==> config.mk <==
export PLATFORM = sky130hd
export DESIGN_NAME = ssq_sequencer
export DESIGN_NICKNAME = d
export VERILOG_FILES = /design/src/pkg/ssq_pkg.sv /design/src/ssq_stage_timer.sv /design/src/ssq_sequencer.sv
export VERILOG_INCLUDE_DIRS = /design/src /design/src/pkg
export SDC_FILE = /design/constraint.sdc
export NUM_CORES = 2
export LEC_CHECK = 0
export BUFFER_PORTS_ARGS = -buffer_cell sky130_fd_sc_hd__buf_2
export CELL_PAD_IN_SITES_DETAIL_PLACEMENT = 1
export CELL_PAD_IN_SITES_GLOBAL_PLACEMENT = 1
export CORE_ASPECT_RATIO = 0.7
export CORE_MARGIN = 4
export CORE_UTILIZATION = 49
export DETAILED_ROUTE_END_ITERATION = 8
export PLACE_DENSITY_LB_ADDON = 0.1
export SLEW_MARGIN = 20
export SYNTH_ARGS = -nofsm -noshare
export SYNTH_HDL_FRONTEND = slang
export SYNTH_SLANG_ARGS = --single-unit
export TNS_END_PERCENT = 30
==> constraint.sdc <==
create_clock -name i_clk -period 11.7 [get_ports i_clk]
set_input_delay 1.755 -clock i_clk [delete_from_list [all_inputs] [get_ports i_clk]]
set_output_delay 1.755 -clock i_clk [all_outputs]
set_load 0.01 [all_outputs]
==> src/pkg/ssq_params.svh <==
// constants of the stage speed sequencer: map, field positions, resets
// assumes inclusion by bare name from the package, the checker and the bench
`ifndef SSQ_PARAMS_SVH
`define SSQ_PARAMS_SVH

`define SSQ_NUM_STAGES      7
`define SSQ_CLK_MHZ         200
`define SSQ_TIME_UNIT_MS    100
`define SSQ_TICK_CYCLES     (`SSQ_TIME_UNIT_MS * 1000 * `SSQ_CLK_MHZ)

`define SSQ_ADDR_CTRL       12'h000
`define SSQ_ADDR_OFFSET     12'h004
`define SSQ_ADDR_UPPER      12'h008
`define SSQ_ADDR_LOWER      12'h00C
`define SSQ_ADDR_TRIM_STEP  12'h010
`define SSQ_ADDR_STATUS     12'h014
`define SSQ_ADDR_TRIM       12'h018
`define SSQ_STAGE_REGION    4'h1

`define SSQ_FLD_DIR         3'h0
`define SSQ_FLD_ACCEL       3'h1
`define SSQ_FLD_DECEL       3'h2
`define SSQ_FLD_FREQ        3'h3
`define SSQ_FLD_RUN_TIME    3'h4
`define SSQ_FLD_WAIT_TIME   3'h5

`define SSQ_CTRL_SRC_LSB    0
`define SSQ_CTRL_MODE_LSB   2
`define SSQ_CTRL_CMP_EN_BIT 4
`define SSQ_CTRL_CMP_MD_BIT 5
`define SSQ_ST_DIR_BIT      16
`define SSQ_ST_RUN_BIT      17
`define SSQ_ST_STAGE_LSB    18
`define SSQ_ST_PHASE_LSB    21

`define SSQ_TIME_MIN        15'h0001
`define SSQ_TIME_MAX        15'h7530
`define SSQ_TIME_DEF        15'h00C8
`define SSQ_WAIT_DEF        15'h0000
`define SSQ_FREQ_STEP_DEF   16'h01F4
`define SSQ_OFFSET_MAX      16'h07D0
`define SSQ_OFFSET_DEF      16'h0000
`define SSQ_ANALOG_MAX      10'h3E8
`define SSQ_UPPER_DEF       16'h1388
`define SSQ_LOWER_DEF       16'h0000
`define SSQ_TRIM_STEP_DEF   16'h0001
`define SSQ_REV_DEF_MASK    7'h0A

`endif

==> src/pkg/ssq_pkg.sv <==
// types of the stage speed sequencer
// assumes ssq_params.svh on the include path
`include "ssq_params.svh"
package ssq_pkg;
  typedef enum logic [1:0] {
    SSQ_SRC_KEYPAD = 2'h0,
    SSQ_SRC_TERM   = 2'h1,
    SSQ_SRC_REMOTE = 2'h2
  } ssq_src_type;

  typedef enum logic [1:0] {
    SSQ_MODE_MULTI = 2'h0,
    SSQ_MODE_AUTO  = 2'h1,
    SSQ_MODE_EIGHT = 2'h2
  } ssq_mode_type;

  typedef enum logic [1:0] {
    SSQ_PH_IDLE,
    SSQ_PH_RUN,
    SSQ_PH_WAIT
  } ssq_phase_type;

  typedef struct packed {
    logic       run;
    logic       forward_run_terminal;
    logic       backward_run_terminal;
    logic       hold;
    logic       up;
    logic       down;
    logic [2:0] stage_sel;
  } ssq_term_type;

  typedef struct packed {
    logic        run;
    logic        dir;
    logic [15:0] freq;
    logic [14:0] accel;
    logic [14:0] decel;
    logic [2:0]  stage;
  } ssq_drive_cmd_type;
endpackage : ssq_pkg

==> src/ssq_stage_timer.sv <==
// stage duration timer counting in 0.1 s units
// assumes a load pulse with a nonzero count; done is a one-cycle pulse
`timescale 1ns/10ps
module ssq_stage_timer #(
  parameter int TICK_CYCLES = `SSQ_TICK_CYCLES
) (
  input  wire logic        i_clk,
  input  wire logic        i_reset_n,
  input  wire logic        i_clk_en,
  input  wire logic        i_load,
  input  wire logic [14:0] i_count,
  output logic             o_done
);
  localparam int PW = $clog2(TICK_CYCLES + 1);

  initial begin
    if (TICK_CYCLES < 1) $error("ssq_stage_timer: TICK_CYCLES below 1");
  end

  typedef struct packed {
    logic [PW-1:0] presc;
    logic [14:0]   remain;
    logic          done;
  } ssq_tmr_state_type;

  ssq_tmr_state_type r_ff, nxt_r;

  always_comb begin
    nxt_r = r_ff;
    nxt_r.done = 1'b0;
    if (i_load) begin
      nxt_r.remain = i_count;
      nxt_r.presc  = '0;
    end else if (r_ff.remain != 15'h0000) begin
      if (r_ff.presc == PW'(TICK_CYCLES - 1)) begin
        nxt_r.presc  = '0;
        nxt_r.remain = r_ff.remain - 15'h0001;
        nxt_r.done   = (r_ff.remain == 15'h0001);
      end else begin
        nxt_r.presc = r_ff.presc + PW'(1);
      end
    end
  end

  always_ff @(posedge i_clk or negedge i_reset_n) begin
    if (!i_reset_n) begin
      r_ff <= '0;
    end else if (i_clk_en) begin
      r_ff <= nxt_r;
    end
  end

  assign o_done = r_ff.done;
endmodule : ssq_stage_timer

==> src/ssq_sequencer.sv <==
// stage speed sequencer: seven stage profiles, direction source,
// auto-circulating timing, compound frequency and live trimming
// assumes an AXI4-Lite master and terminal inputs synchronous to i_clk
//
// Local design decisions: register access over AXI4-Lite and the placing of the registers.
`timescale 1ns/10ps
module ssq_sequencer import ssq_pkg::*; #(
  parameter int NUM_STAGES  = `SSQ_NUM_STAGES,
  parameter int TICK_CYCLES = `SSQ_TICK_CYCLES
) (
  input  wire logic        i_clk,
  input  wire logic        i_reset_n,
  input  wire logic        i_clk_en,
  input  wire logic        i_s_axi_awvalid,
  output logic             o_s_axi_awready,
  input  wire logic [11:0] i_s_axi_awaddr,
  input  wire logic        i_s_axi_wvalid,
  output logic             o_s_axi_wready,
  input  wire logic [31:0] i_s_axi_wdata,
  input  wire logic [3:0]  i_s_axi_wstrb,
  output logic             o_s_axi_bvalid,
  input  wire logic        i_s_axi_bready,
  output logic [1:0]       o_s_axi_bresp,
  input  wire logic        i_s_axi_arvalid,
  output logic             o_s_axi_arready,
  input  wire logic [11:0] i_s_axi_araddr,
  output logic             o_s_axi_rvalid,
  input  wire logic        i_s_axi_rready,
  output logic [31:0]      o_s_axi_rdata,
  output logic [1:0]       o_s_axi_rresp,
  input  wire ssq_term_type i_term,
  input  wire logic [9:0]  i_second_analog_input,
  output ssq_drive_cmd_type o_cmd
);
  localparam int NS = NUM_STAGES;
  localparam logic [6:0] REV_MASK = `SSQ_REV_DEF_MASK;

  initial begin
    if (NS < 1 || NS > 7) $error("ssq_sequencer: NUM_STAGES must be 1..7");
    if (TICK_CYCLES < 1) $error("ssq_sequencer: TICK_CYCLES below 1");
  end

  typedef struct packed {
    logic                  aw_got;
    logic                  w_got;
    logic [11:0]           awaddr;
    logic [31:0]           wdata;
    logic [3:0]            wstrb;
    logic                  bvalid;
    logic [1:0]            bresp;
    logic                  rvalid;
    logic [1:0]            rresp;
    logic [31:0]           rdata;
    ssq_src_type           cmd_src;
    ssq_mode_type          stage_mode;
    logic                  cmp_en;
    logic                  cmp_mode;
    logic [15:0]           cmp_offset;
    logic [15:0]           upper;
    logic [15:0]           lower;
    logic [15:0]           trim_step;
    logic [NS-1:0]         dir;
    logic [NS-1:0][14:0]   accel;
    logic [NS-1:0][14:0]   decel;
    logic [NS-1:0][14:0]   run_t;
    logic [NS-1:0][14:0]   wait_t;
    logic [NS-1:0][15:0]   freq;
    logic [17:0]           trim;
    logic [2:0]            last_sel;
    ssq_phase_type         phase;
    logic [2:0]            auto_idx;
    ssq_drive_cmd_type     cmd;
  } ssq_state_type;

  function automatic ssq_state_type init_state();
    ssq_state_type s;
    s = '0;
    s.cmd_src    = SSQ_SRC_KEYPAD;
    s.stage_mode = SSQ_MODE_MULTI;
    s.cmp_offset = `SSQ_OFFSET_DEF;
    s.upper      = `SSQ_UPPER_DEF;
    s.lower      = `SSQ_LOWER_DEF;
    s.trim_step  = `SSQ_TRIM_STEP_DEF;
    s.phase      = SSQ_PH_IDLE;
    for (int i = 0; i < NS; i++) begin
      s.dir[i]    = REV_MASK[i];
      s.accel[i]  = `SSQ_TIME_DEF;
      s.decel[i]  = `SSQ_TIME_DEF;
      s.run_t[i]  = `SSQ_TIME_DEF;
      s.wait_t[i] = `SSQ_WAIT_DEF;
      s.freq[i]   = 16'(`SSQ_FREQ_STEP_DEF * (i + 1));
    end
    return s;
  endfunction : init_state

  localparam ssq_state_type RESET_STATE = init_state();

  function automatic logic [14:0] clamp_time(input logic [31:0] v,
                                             input logic [14:0] lo);
    if (v[14:0] < lo || v[31:15] != '0) begin
      return (v[31:15] != '0) ? `SSQ_TIME_MAX : lo;
    end
    return (v[14:0] > `SSQ_TIME_MAX) ? `SSQ_TIME_MAX : v[14:0];
  endfunction : clamp_time

  function automatic logic [32:0] read_word(input ssq_state_type s,
                                            input logic [11:0] a);
    logic [2:0]  st;
    logic [31:0] d;
    logic        ok;
    st = a[7:5];
    d  = '0;
    ok = 1'b1;
    if (a[11:8] == `SSQ_STAGE_REGION && a[1:0] == 2'h0 && st < NS) begin
      case (a[4:2])
        `SSQ_FLD_DIR:       d[0]    = s.dir[st];
        `SSQ_FLD_ACCEL:     d[14:0] = s.accel[st];
        `SSQ_FLD_DECEL:     d[14:0] = s.decel[st];
        `SSQ_FLD_FREQ:      d[15:0] = s.freq[st];
        `SSQ_FLD_RUN_TIME:  d[14:0] = s.run_t[st];
        `SSQ_FLD_WAIT_TIME: d[14:0] = s.wait_t[st];
        default:            ok = 1'b0;
      endcase
    end else begin
      case (a)
        `SSQ_ADDR_CTRL: begin
          d[`SSQ_CTRL_SRC_LSB +: 2]  = s.cmd_src;
          d[`SSQ_CTRL_MODE_LSB +: 2] = s.stage_mode;
          d[`SSQ_CTRL_CMP_EN_BIT]    = s.cmp_en;
          d[`SSQ_CTRL_CMP_MD_BIT]    = s.cmp_mode;
        end
        `SSQ_ADDR_OFFSET:    d[15:0] = s.cmp_offset;
        `SSQ_ADDR_UPPER:     d[15:0] = s.upper;
        `SSQ_ADDR_LOWER:     d[15:0] = s.lower;
        `SSQ_ADDR_TRIM_STEP: d[15:0] = s.trim_step;
        `SSQ_ADDR_STATUS: begin
          d[15:0]                     = s.cmd.freq;
          d[`SSQ_ST_DIR_BIT]          = s.cmd.dir;
          d[`SSQ_ST_RUN_BIT]          = s.cmd.run;
          d[`SSQ_ST_STAGE_LSB +: 3]   = s.cmd.stage;
          d[`SSQ_ST_PHASE_LSB +: 2]   = s.phase;
        end
        `SSQ_ADDR_TRIM:      d = {{14{s.trim[17]}}, s.trim};
        default:             ok = 1'b0;
      endcase
    end
    return {ok, d};
  endfunction : read_word

  ssq_state_type r_ff, nxt_r;
  logic          tmr_load;
  logic [14:0]   tmr_count;
  logic          tmr_done;

  logic [32:0]   wr_old;
  logic [31:0]   wv;
  logic [2:0]    ws;
  logic          run_req;
  logic          term_dir;
  logic          valid;
  logic [2:0]    idx;
  logic [2:0]    nxt_idx;
  logic [17:0]   comp;
  logic [17:0]   sum;

  assign o_s_axi_awready = !r_ff.aw_got && !r_ff.bvalid;
  assign o_s_axi_wready  = !r_ff.w_got && !r_ff.bvalid;
  assign o_s_axi_arready = !r_ff.rvalid;

  always_comb begin
    nxt_r     = r_ff;
    tmr_load  = 1'b0;
    tmr_count = '0;
    wr_old    = read_word(r_ff, r_ff.awaddr);
    ws        = r_ff.awaddr[7:5];
    for (int b = 0; b < 4; b++) begin
      wv[8*b +: 8] = r_ff.wstrb[b] ? r_ff.wdata[8*b +: 8]
                                   : wr_old[8*b +: 8];
    end
    // bus slave: address and data in either order
    if (i_s_axi_awvalid && o_s_axi_awready) begin
      nxt_r.aw_got = 1'b1;
      nxt_r.awaddr = i_s_axi_awaddr;
    end
    if (i_s_axi_wvalid && o_s_axi_wready) begin
      nxt_r.w_got = 1'b1;
      nxt_r.wdata = i_s_axi_wdata;
      nxt_r.wstrb = i_s_axi_wstrb;
    end
    if (r_ff.bvalid && i_s_axi_bready) nxt_r.bvalid = 1'b0;
    if (r_ff.aw_got && r_ff.w_got) begin
      nxt_r.aw_got = 1'b0;
      nxt_r.w_got  = 1'b0;
      nxt_r.bvalid = 1'b1;
      nxt_r.bresp  = wr_old[32] ? 2'h0 : 2'h2;
      if (r_ff.awaddr[11:8] == `SSQ_STAGE_REGION && wr_old[32]) begin
        case (r_ff.awaddr[4:2])
          `SSQ_FLD_DIR:       nxt_r.dir[ws] = wv[0];
          `SSQ_FLD_ACCEL:     nxt_r.accel[ws] =
                                clamp_time(wv, `SSQ_TIME_MIN);
          `SSQ_FLD_DECEL:     nxt_r.decel[ws] =
                                clamp_time(wv, `SSQ_TIME_MIN);
          `SSQ_FLD_FREQ:      nxt_r.freq[ws] = wv[15:0];
          `SSQ_FLD_RUN_TIME:  nxt_r.run_t[ws] =
                                clamp_time(wv, `SSQ_TIME_MIN);
          `SSQ_FLD_WAIT_TIME: nxt_r.wait_t[ws] =
                                clamp_time(wv, 15'h0000);
          default:            nxt_r.bresp = 2'h2;
        endcase
      end else if (wr_old[32]) begin
        case (r_ff.awaddr)
          `SSQ_ADDR_CTRL: begin
            nxt_r.cmd_src    = ssq_src_type'(wv[`SSQ_CTRL_SRC_LSB +: 2]);
            nxt_r.stage_mode =
              ssq_mode_type'(wv[`SSQ_CTRL_MODE_LSB +: 2]);
            nxt_r.cmp_en     = wv[`SSQ_CTRL_CMP_EN_BIT];
            nxt_r.cmp_mode   = wv[`SSQ_CTRL_CMP_MD_BIT];
          end
          `SSQ_ADDR_OFFSET: nxt_r.cmp_offset =
            (wv[15:0] > `SSQ_OFFSET_MAX) ? `SSQ_OFFSET_MAX
                                         : wv[15:0];
          `SSQ_ADDR_UPPER:     nxt_r.upper = wv[15:0];
          `SSQ_ADDR_LOWER:     nxt_r.lower = wv[15:0];
          `SSQ_ADDR_TRIM_STEP: nxt_r.trim_step = wv[15:0];
          default:             nxt_r.bresp = 2'h2;
        endcase
      end
    end
    if (r_ff.rvalid && i_s_axi_rready) nxt_r.rvalid = 1'b0;
    if (i_s_axi_arvalid && o_s_axi_arready) begin
      nxt_r.rvalid = 1'b1;
      {nxt_r.rresp[1], nxt_r.rdata} = read_word(r_ff, i_s_axi_araddr);
      nxt_r.rresp[1] = !nxt_r.rresp[1];
      nxt_r.rresp[0] = 1'b0;
    end

    // run and direction source
    term_dir = i_term.backward_run_terminal && !i_term.forward_run_terminal;
    run_req  = (r_ff.cmd_src == SSQ_SRC_TERM)
             ? (i_term.hold && (i_term.forward_run_terminal || i_term.backward_run_terminal))
             : i_term.run;

    // auto-circulating sequence
    nxt_idx = (r_ff.auto_idx == 3'(NS - 1)) ? 3'h0
                                            : r_ff.auto_idx + 3'h1;
    case (r_ff.phase)
      SSQ_PH_IDLE: begin
        if (r_ff.stage_mode == SSQ_MODE_AUTO && run_req) begin
          nxt_r.phase    = SSQ_PH_RUN;
          nxt_r.auto_idx = 3'h0;
          tmr_load       = 1'b1;
          tmr_count      = r_ff.run_t[0];
        end
      end
      SSQ_PH_RUN: begin
        if (r_ff.stage_mode != SSQ_MODE_AUTO || !run_req) begin
          nxt_r.phase = SSQ_PH_IDLE;
        end else if (tmr_done) begin
          tmr_load = 1'b1;
          if (r_ff.wait_t[r_ff.auto_idx] != 15'h0000) begin
            nxt_r.phase = SSQ_PH_WAIT;
            tmr_count   = r_ff.wait_t[r_ff.auto_idx];
          end else begin
            nxt_r.auto_idx = nxt_idx;
            tmr_count      = r_ff.run_t[nxt_idx];
          end
        end
      end
      SSQ_PH_WAIT: begin
        if (r_ff.stage_mode != SSQ_MODE_AUTO || !run_req) begin
          nxt_r.phase = SSQ_PH_IDLE;
        end else if (tmr_done) begin
          nxt_r.phase    = SSQ_PH_RUN;
          nxt_r.auto_idx = nxt_idx;
          tmr_load       = 1'b1;
          tmr_count      = r_ff.run_t[nxt_idx];
        end
      end
      default: nxt_r.phase = SSQ_PH_IDLE;
    endcase

    // active stage: selected by inputs outside auto mode
    if (r_ff.stage_mode == SSQ_MODE_AUTO) begin
      valid = (r_ff.phase == SSQ_PH_RUN);
      idx   = r_ff.auto_idx;
    end else begin
      valid = run_req && i_term.stage_sel != 3'h0
           && i_term.stage_sel <= 3'(NS);
      idx   = valid ? i_term.stage_sel - 3'h1 : 3'h0;
    end

    // live trim, never written back to stage settings
    nxt_r.last_sel = i_term.stage_sel;
    if (!valid || r_ff.stage_mode == SSQ_MODE_AUTO
        || i_term.stage_sel != r_ff.last_sel) begin
      nxt_r.trim = '0;
    end else if (i_term.up && !i_term.down) begin
      nxt_r.trim = r_ff.trim + {2'h0, r_ff.trim_step};
      if ($signed(nxt_r.trim) > $signed({2'h0, r_ff.upper}))
        nxt_r.trim = {2'h0, r_ff.upper};
    end else if (i_term.down && !i_term.up) begin
      nxt_r.trim = r_ff.trim - {2'h0, r_ff.trim_step};
      if ($signed(nxt_r.trim) < -$signed({2'h0, r_ff.upper}))
        nxt_r.trim = -{2'h0, r_ff.upper};
    end

    // compound frequency, not in auto mode
    comp = '0;
    if (r_ff.cmp_en && r_ff.stage_mode != SSQ_MODE_AUTO) begin
      if (!r_ff.cmp_mode) begin
        comp = {2'h0, r_ff.cmp_offset};
      end else begin
        comp = (i_second_analog_input > `SSQ_ANALOG_MAX)
             ? {8'h00, `SSQ_ANALOG_MAX}
             : {8'h00, i_second_analog_input};
      end
    end
    sum = {2'h0, r_ff.freq[idx]} + comp + r_ff.trim;
    if ($signed(sum) < $signed({2'h0, r_ff.lower}))
      sum = {2'h0, r_ff.lower};
    if ($signed(sum) > $signed({2'h0, r_ff.upper}))
      sum = {2'h0, r_ff.upper};

    nxt_r.cmd.run   = valid;
    nxt_r.cmd.dir   = (r_ff.cmd_src == SSQ_SRC_TERM) ? term_dir
                    : r_ff.dir[idx];
    nxt_r.cmd.freq  = valid ? sum[15:0] : 16'h0000;
    nxt_r.cmd.accel = r_ff.accel[idx];
    nxt_r.cmd.decel = r_ff.decel[idx];
    nxt_r.cmd.stage = valid ? idx + 3'h1 : 3'h0;
  end

  always_ff @(posedge i_clk or negedge i_reset_n) begin
    if (!i_reset_n) begin
      r_ff <= RESET_STATE;
    end else if (i_clk_en) begin
      r_ff <= nxt_r;
    end
  end

  ssq_stage_timer #(.TICK_CYCLES(TICK_CYCLES)) u_timer (
    .i_clk     (i_clk),
    .i_reset_n (i_reset_n),
    .i_clk_en  (i_clk_en),
    .i_load    (tmr_load),
    .i_count   (tmr_count),
    .o_done    (tmr_done)
  );

  assign o_s_axi_bvalid = r_ff.bvalid;
  assign o_s_axi_bresp  = r_ff.bresp;
  assign o_s_axi_rvalid = r_ff.rvalid;
  assign o_s_axi_rdata  = r_ff.rdata;
  assign o_s_axi_rresp  = r_ff.rresp;
  assign o_cmd          = r_ff.cmd;
endmodule : ssq_sequencer

==> run metrics <==
DRC violations left 0; final hold vios 0; post-synthesis sequential area ratio 0.3824; status complete, no violations; first-iteration detailed-routing DRC count about 6800; Slew Limit Headroom 0.1560; placeable core area approximately 110000 um^2; chip width ~400 um; GRT Overall Usage 0.4297; global-route wire length before repair about 360000 um; io pins roughly 180; PostCTS Resize Cnt 0; vias in the first global route 50200; mapped cell area approximately 53000 um^2; VDD IR max around 0.17 mV; Layout Utilization 0.5393; Cells after DPL between 7000 and 8000; buffers added on ports around 180; mean post-synth cell area about 9.0 um^2; Synth area leaders dfrtp_1 33%, nand2_1 8.0%, o21ai_0 7.0%, mux2i_1 6.1%, dfstp_2 5.7%; Worst EP arrival approximately 11 ns; row count 100; met1 Track Usage GR 0.6001; share of cells above drive strength 1 0.1770; Synth Flop Type dfrtp_1; setup TNS 0 ns; busiest grt layer met1; Crit path top cell by count o21a_1; nets between 5000 and 6000; Layout fillers between 10000 and 15000; Crit Path Class register to register; Slew Viols, Final 0; period utilization 0.9218; Clock transition at path regs approximately 0.070 ns; Critical Path Start Type register; die area between 100000 and 150000 um^2; Synth area leader dfrtp_1; Final Non-Filler Cells between 7000 and 8000; max_cap viols 0; synth unique cells 97; total gr overflow 0; htree depth 3; FFs w/ async S/R, synth 1.000; Starting Density 0.4965; achievable frequency between 90 and 100 MHz; share of Yosys cell area claimed by the top area cell type 0.3254; worst clock skew approximately 0.037 ns; most frequent cells in the layout 1132 x nand2_1, 736 x o21ai_0, 682 x dfrtp_1; clock sink count 805; leak pwr between 20 and 25 nW; final setup violation count 0; Via density 6.997; post-synthesis cell count roughly 5900; Area Overhead vs Synth 8.615%; hpwl dp 176800 um; CP max stage delay a little over 0.9 ns; Post-synth EDFFs 0; crit path time final 10.78 ns; Clock Path Buffers 3; critical path's slowest cell mux2i_1; Reg2Reg Setup Slack about 0.92 ns; met2 Use GR 0.5724; initial antenna violation count 24; Critical Path Fanout Max 20; largest net degree at the start of global routing 140; Vias 50850; setup bufs post-CTS 0; unrepaired setup endpoints after global routing no; Routed WL per cell approximately 35 um; endpoint type of the worst setup path register; #FFs+latches synth a little over 800; DRT Wirelength between 200000 and 300000 um; Worst EP required ~12 ns; worst hold path type register to register; leading cell type in the layout, fill and taps excluded nand2_1; GRT met3 Usage 0.1917; power per standard cell area between 150 and 200 nW/um^2; Routed Antenna Nets 0; worst slew pin tran approximately 1.2 ns; hold_buf cts 0; synth warn 0; Skew-Pair Late Insertion Delay around 0.72 ns; Num CTS Buffers between 80 and 90; Root Driver clkbuf_16; Pre-antenna DRT Iters 9; CTS tree yes; routability cong. slightly above 1; Die Ht roughly 280 um
## worst paths after layout
kind	startpoint	depth (start not counted)	endpoint
min reg2reg	r_ff[405]	2	r_ff[405]
max in group asynchronous	i_reset_n	3	r_ff[51]
min in group asynchronous	i_reset_n	1	o_cmd[22]
min	r_ff[405]	2	r_ff[405]
max	r_ff[685]	39	o_cmd[41]
max reg2reg	r_ff[685]	39	o_cmd[41]
## layout make-up
type                            count  area [um^2]  area share
Tap cell                         1428         1787     0.03101
Clock inverter                     37        530.5    0.009206
Multi-Input combinational cell   4385        29680      0.5151
Inverter                          132        500.5    0.008685
Clock buffer                      127         2520     0.04373
Antenna cell                       10        25.02   0.0004343
Sequential cell                   805        20310      0.3524
Timing Repair Buffer              343         2273     0.03945
## critical path, delay by kind of cell (launching register included)
family	cells	cell delay (ns)
DFF	1	0.50
and+or+nand+nor	8	2.09
muxes	3	1.58
AOI/OAI and AO/OA	20	4.14
buffers and inverters	2	0.40
adders and majority gates	6	1.91
## report_power, final
group          leakage [nW]  switching (mW)  internal, mW
clock                  1.49            1.31          1.75
sequential             10.6           0.279          2.93
combinational          11.9            2.63         0.904
total                  23.9            4.22          5.58
## synth_stat cells, types with 32 or more instances
library cell  instances
nand2_1            1137
o21ai_0             739
dfrtp_1             690
clkbuf_1            327
mux2i_1             324
a21oi_1             241
nand3_1             192
mux2_2              190
nor2_1              182
inv_1               128
ha_1                126
mux4_2              126
dfstp_2             115
buf_4               106
o21ai_1              88
a22oi_1              85
a221oi_1             69
buf_2                63
o22ai_1              63
nor3_1               61
buf_1                51
xnor2_1              50
o2bb2ai_1            45
a22o_1               41
a221o_1              39
a21o_1               38
nand2b_1             32
## metrics by stage
step,hold WS (ns),worst slack [ns],total power [mW],area [um^2]
5_1_grt,0.4985,0.4474,9.943,57600
2_1_floorplan,0.4498,1.528,4.989,53060
4_1_cts,0.4860,1.249,9.586,57560
3_3_place_gp,0.4614,0.8258,6.494,54490
3_5_place_dp,0.4759,0.5009,6.545,54510
6_report,0.4868,0.9154,9.803,57630
## sequential cells by signal (all words and copies together) (netlist names)
signal,cells
o_s_axi_rresp,1
r_ff,685
o_cmd,51
o_s_axi_rdata,24
u_timer.r_ff,40
o_s_axi_bresp,1
o_s_axi_rvalid,1
o_s_axi_bvalid,1
u_timer.o_done,1
## cells by family (layout without fill, tap and decap cells)
kind of cell    count (synthesis)  count (layout)  synth area share
compound gates               1679            1679            0.1943
xor+xnor                       70              70           0.01156
fa+ha+maj                     145             145           0.03688
buf+inv                       707             639           0.06339
flops                         805             805            0.3824
mux                           664             664            0.1615
other cells                     1              12        0.00007068
simple gates                 1825            1825            0.1498
## layer usage
| metal | wire length [um] | vias up |
|---|---|---|
| met5 | 341 | - |
| li1 | - | 20890 |
| met2 | 97870 | 3295 |
| met1 | 102800 | 25880 |
| met4 | 13090 | 28 |
| met3 | 36700 | 754 |
(Power assumes the default switching activity.)
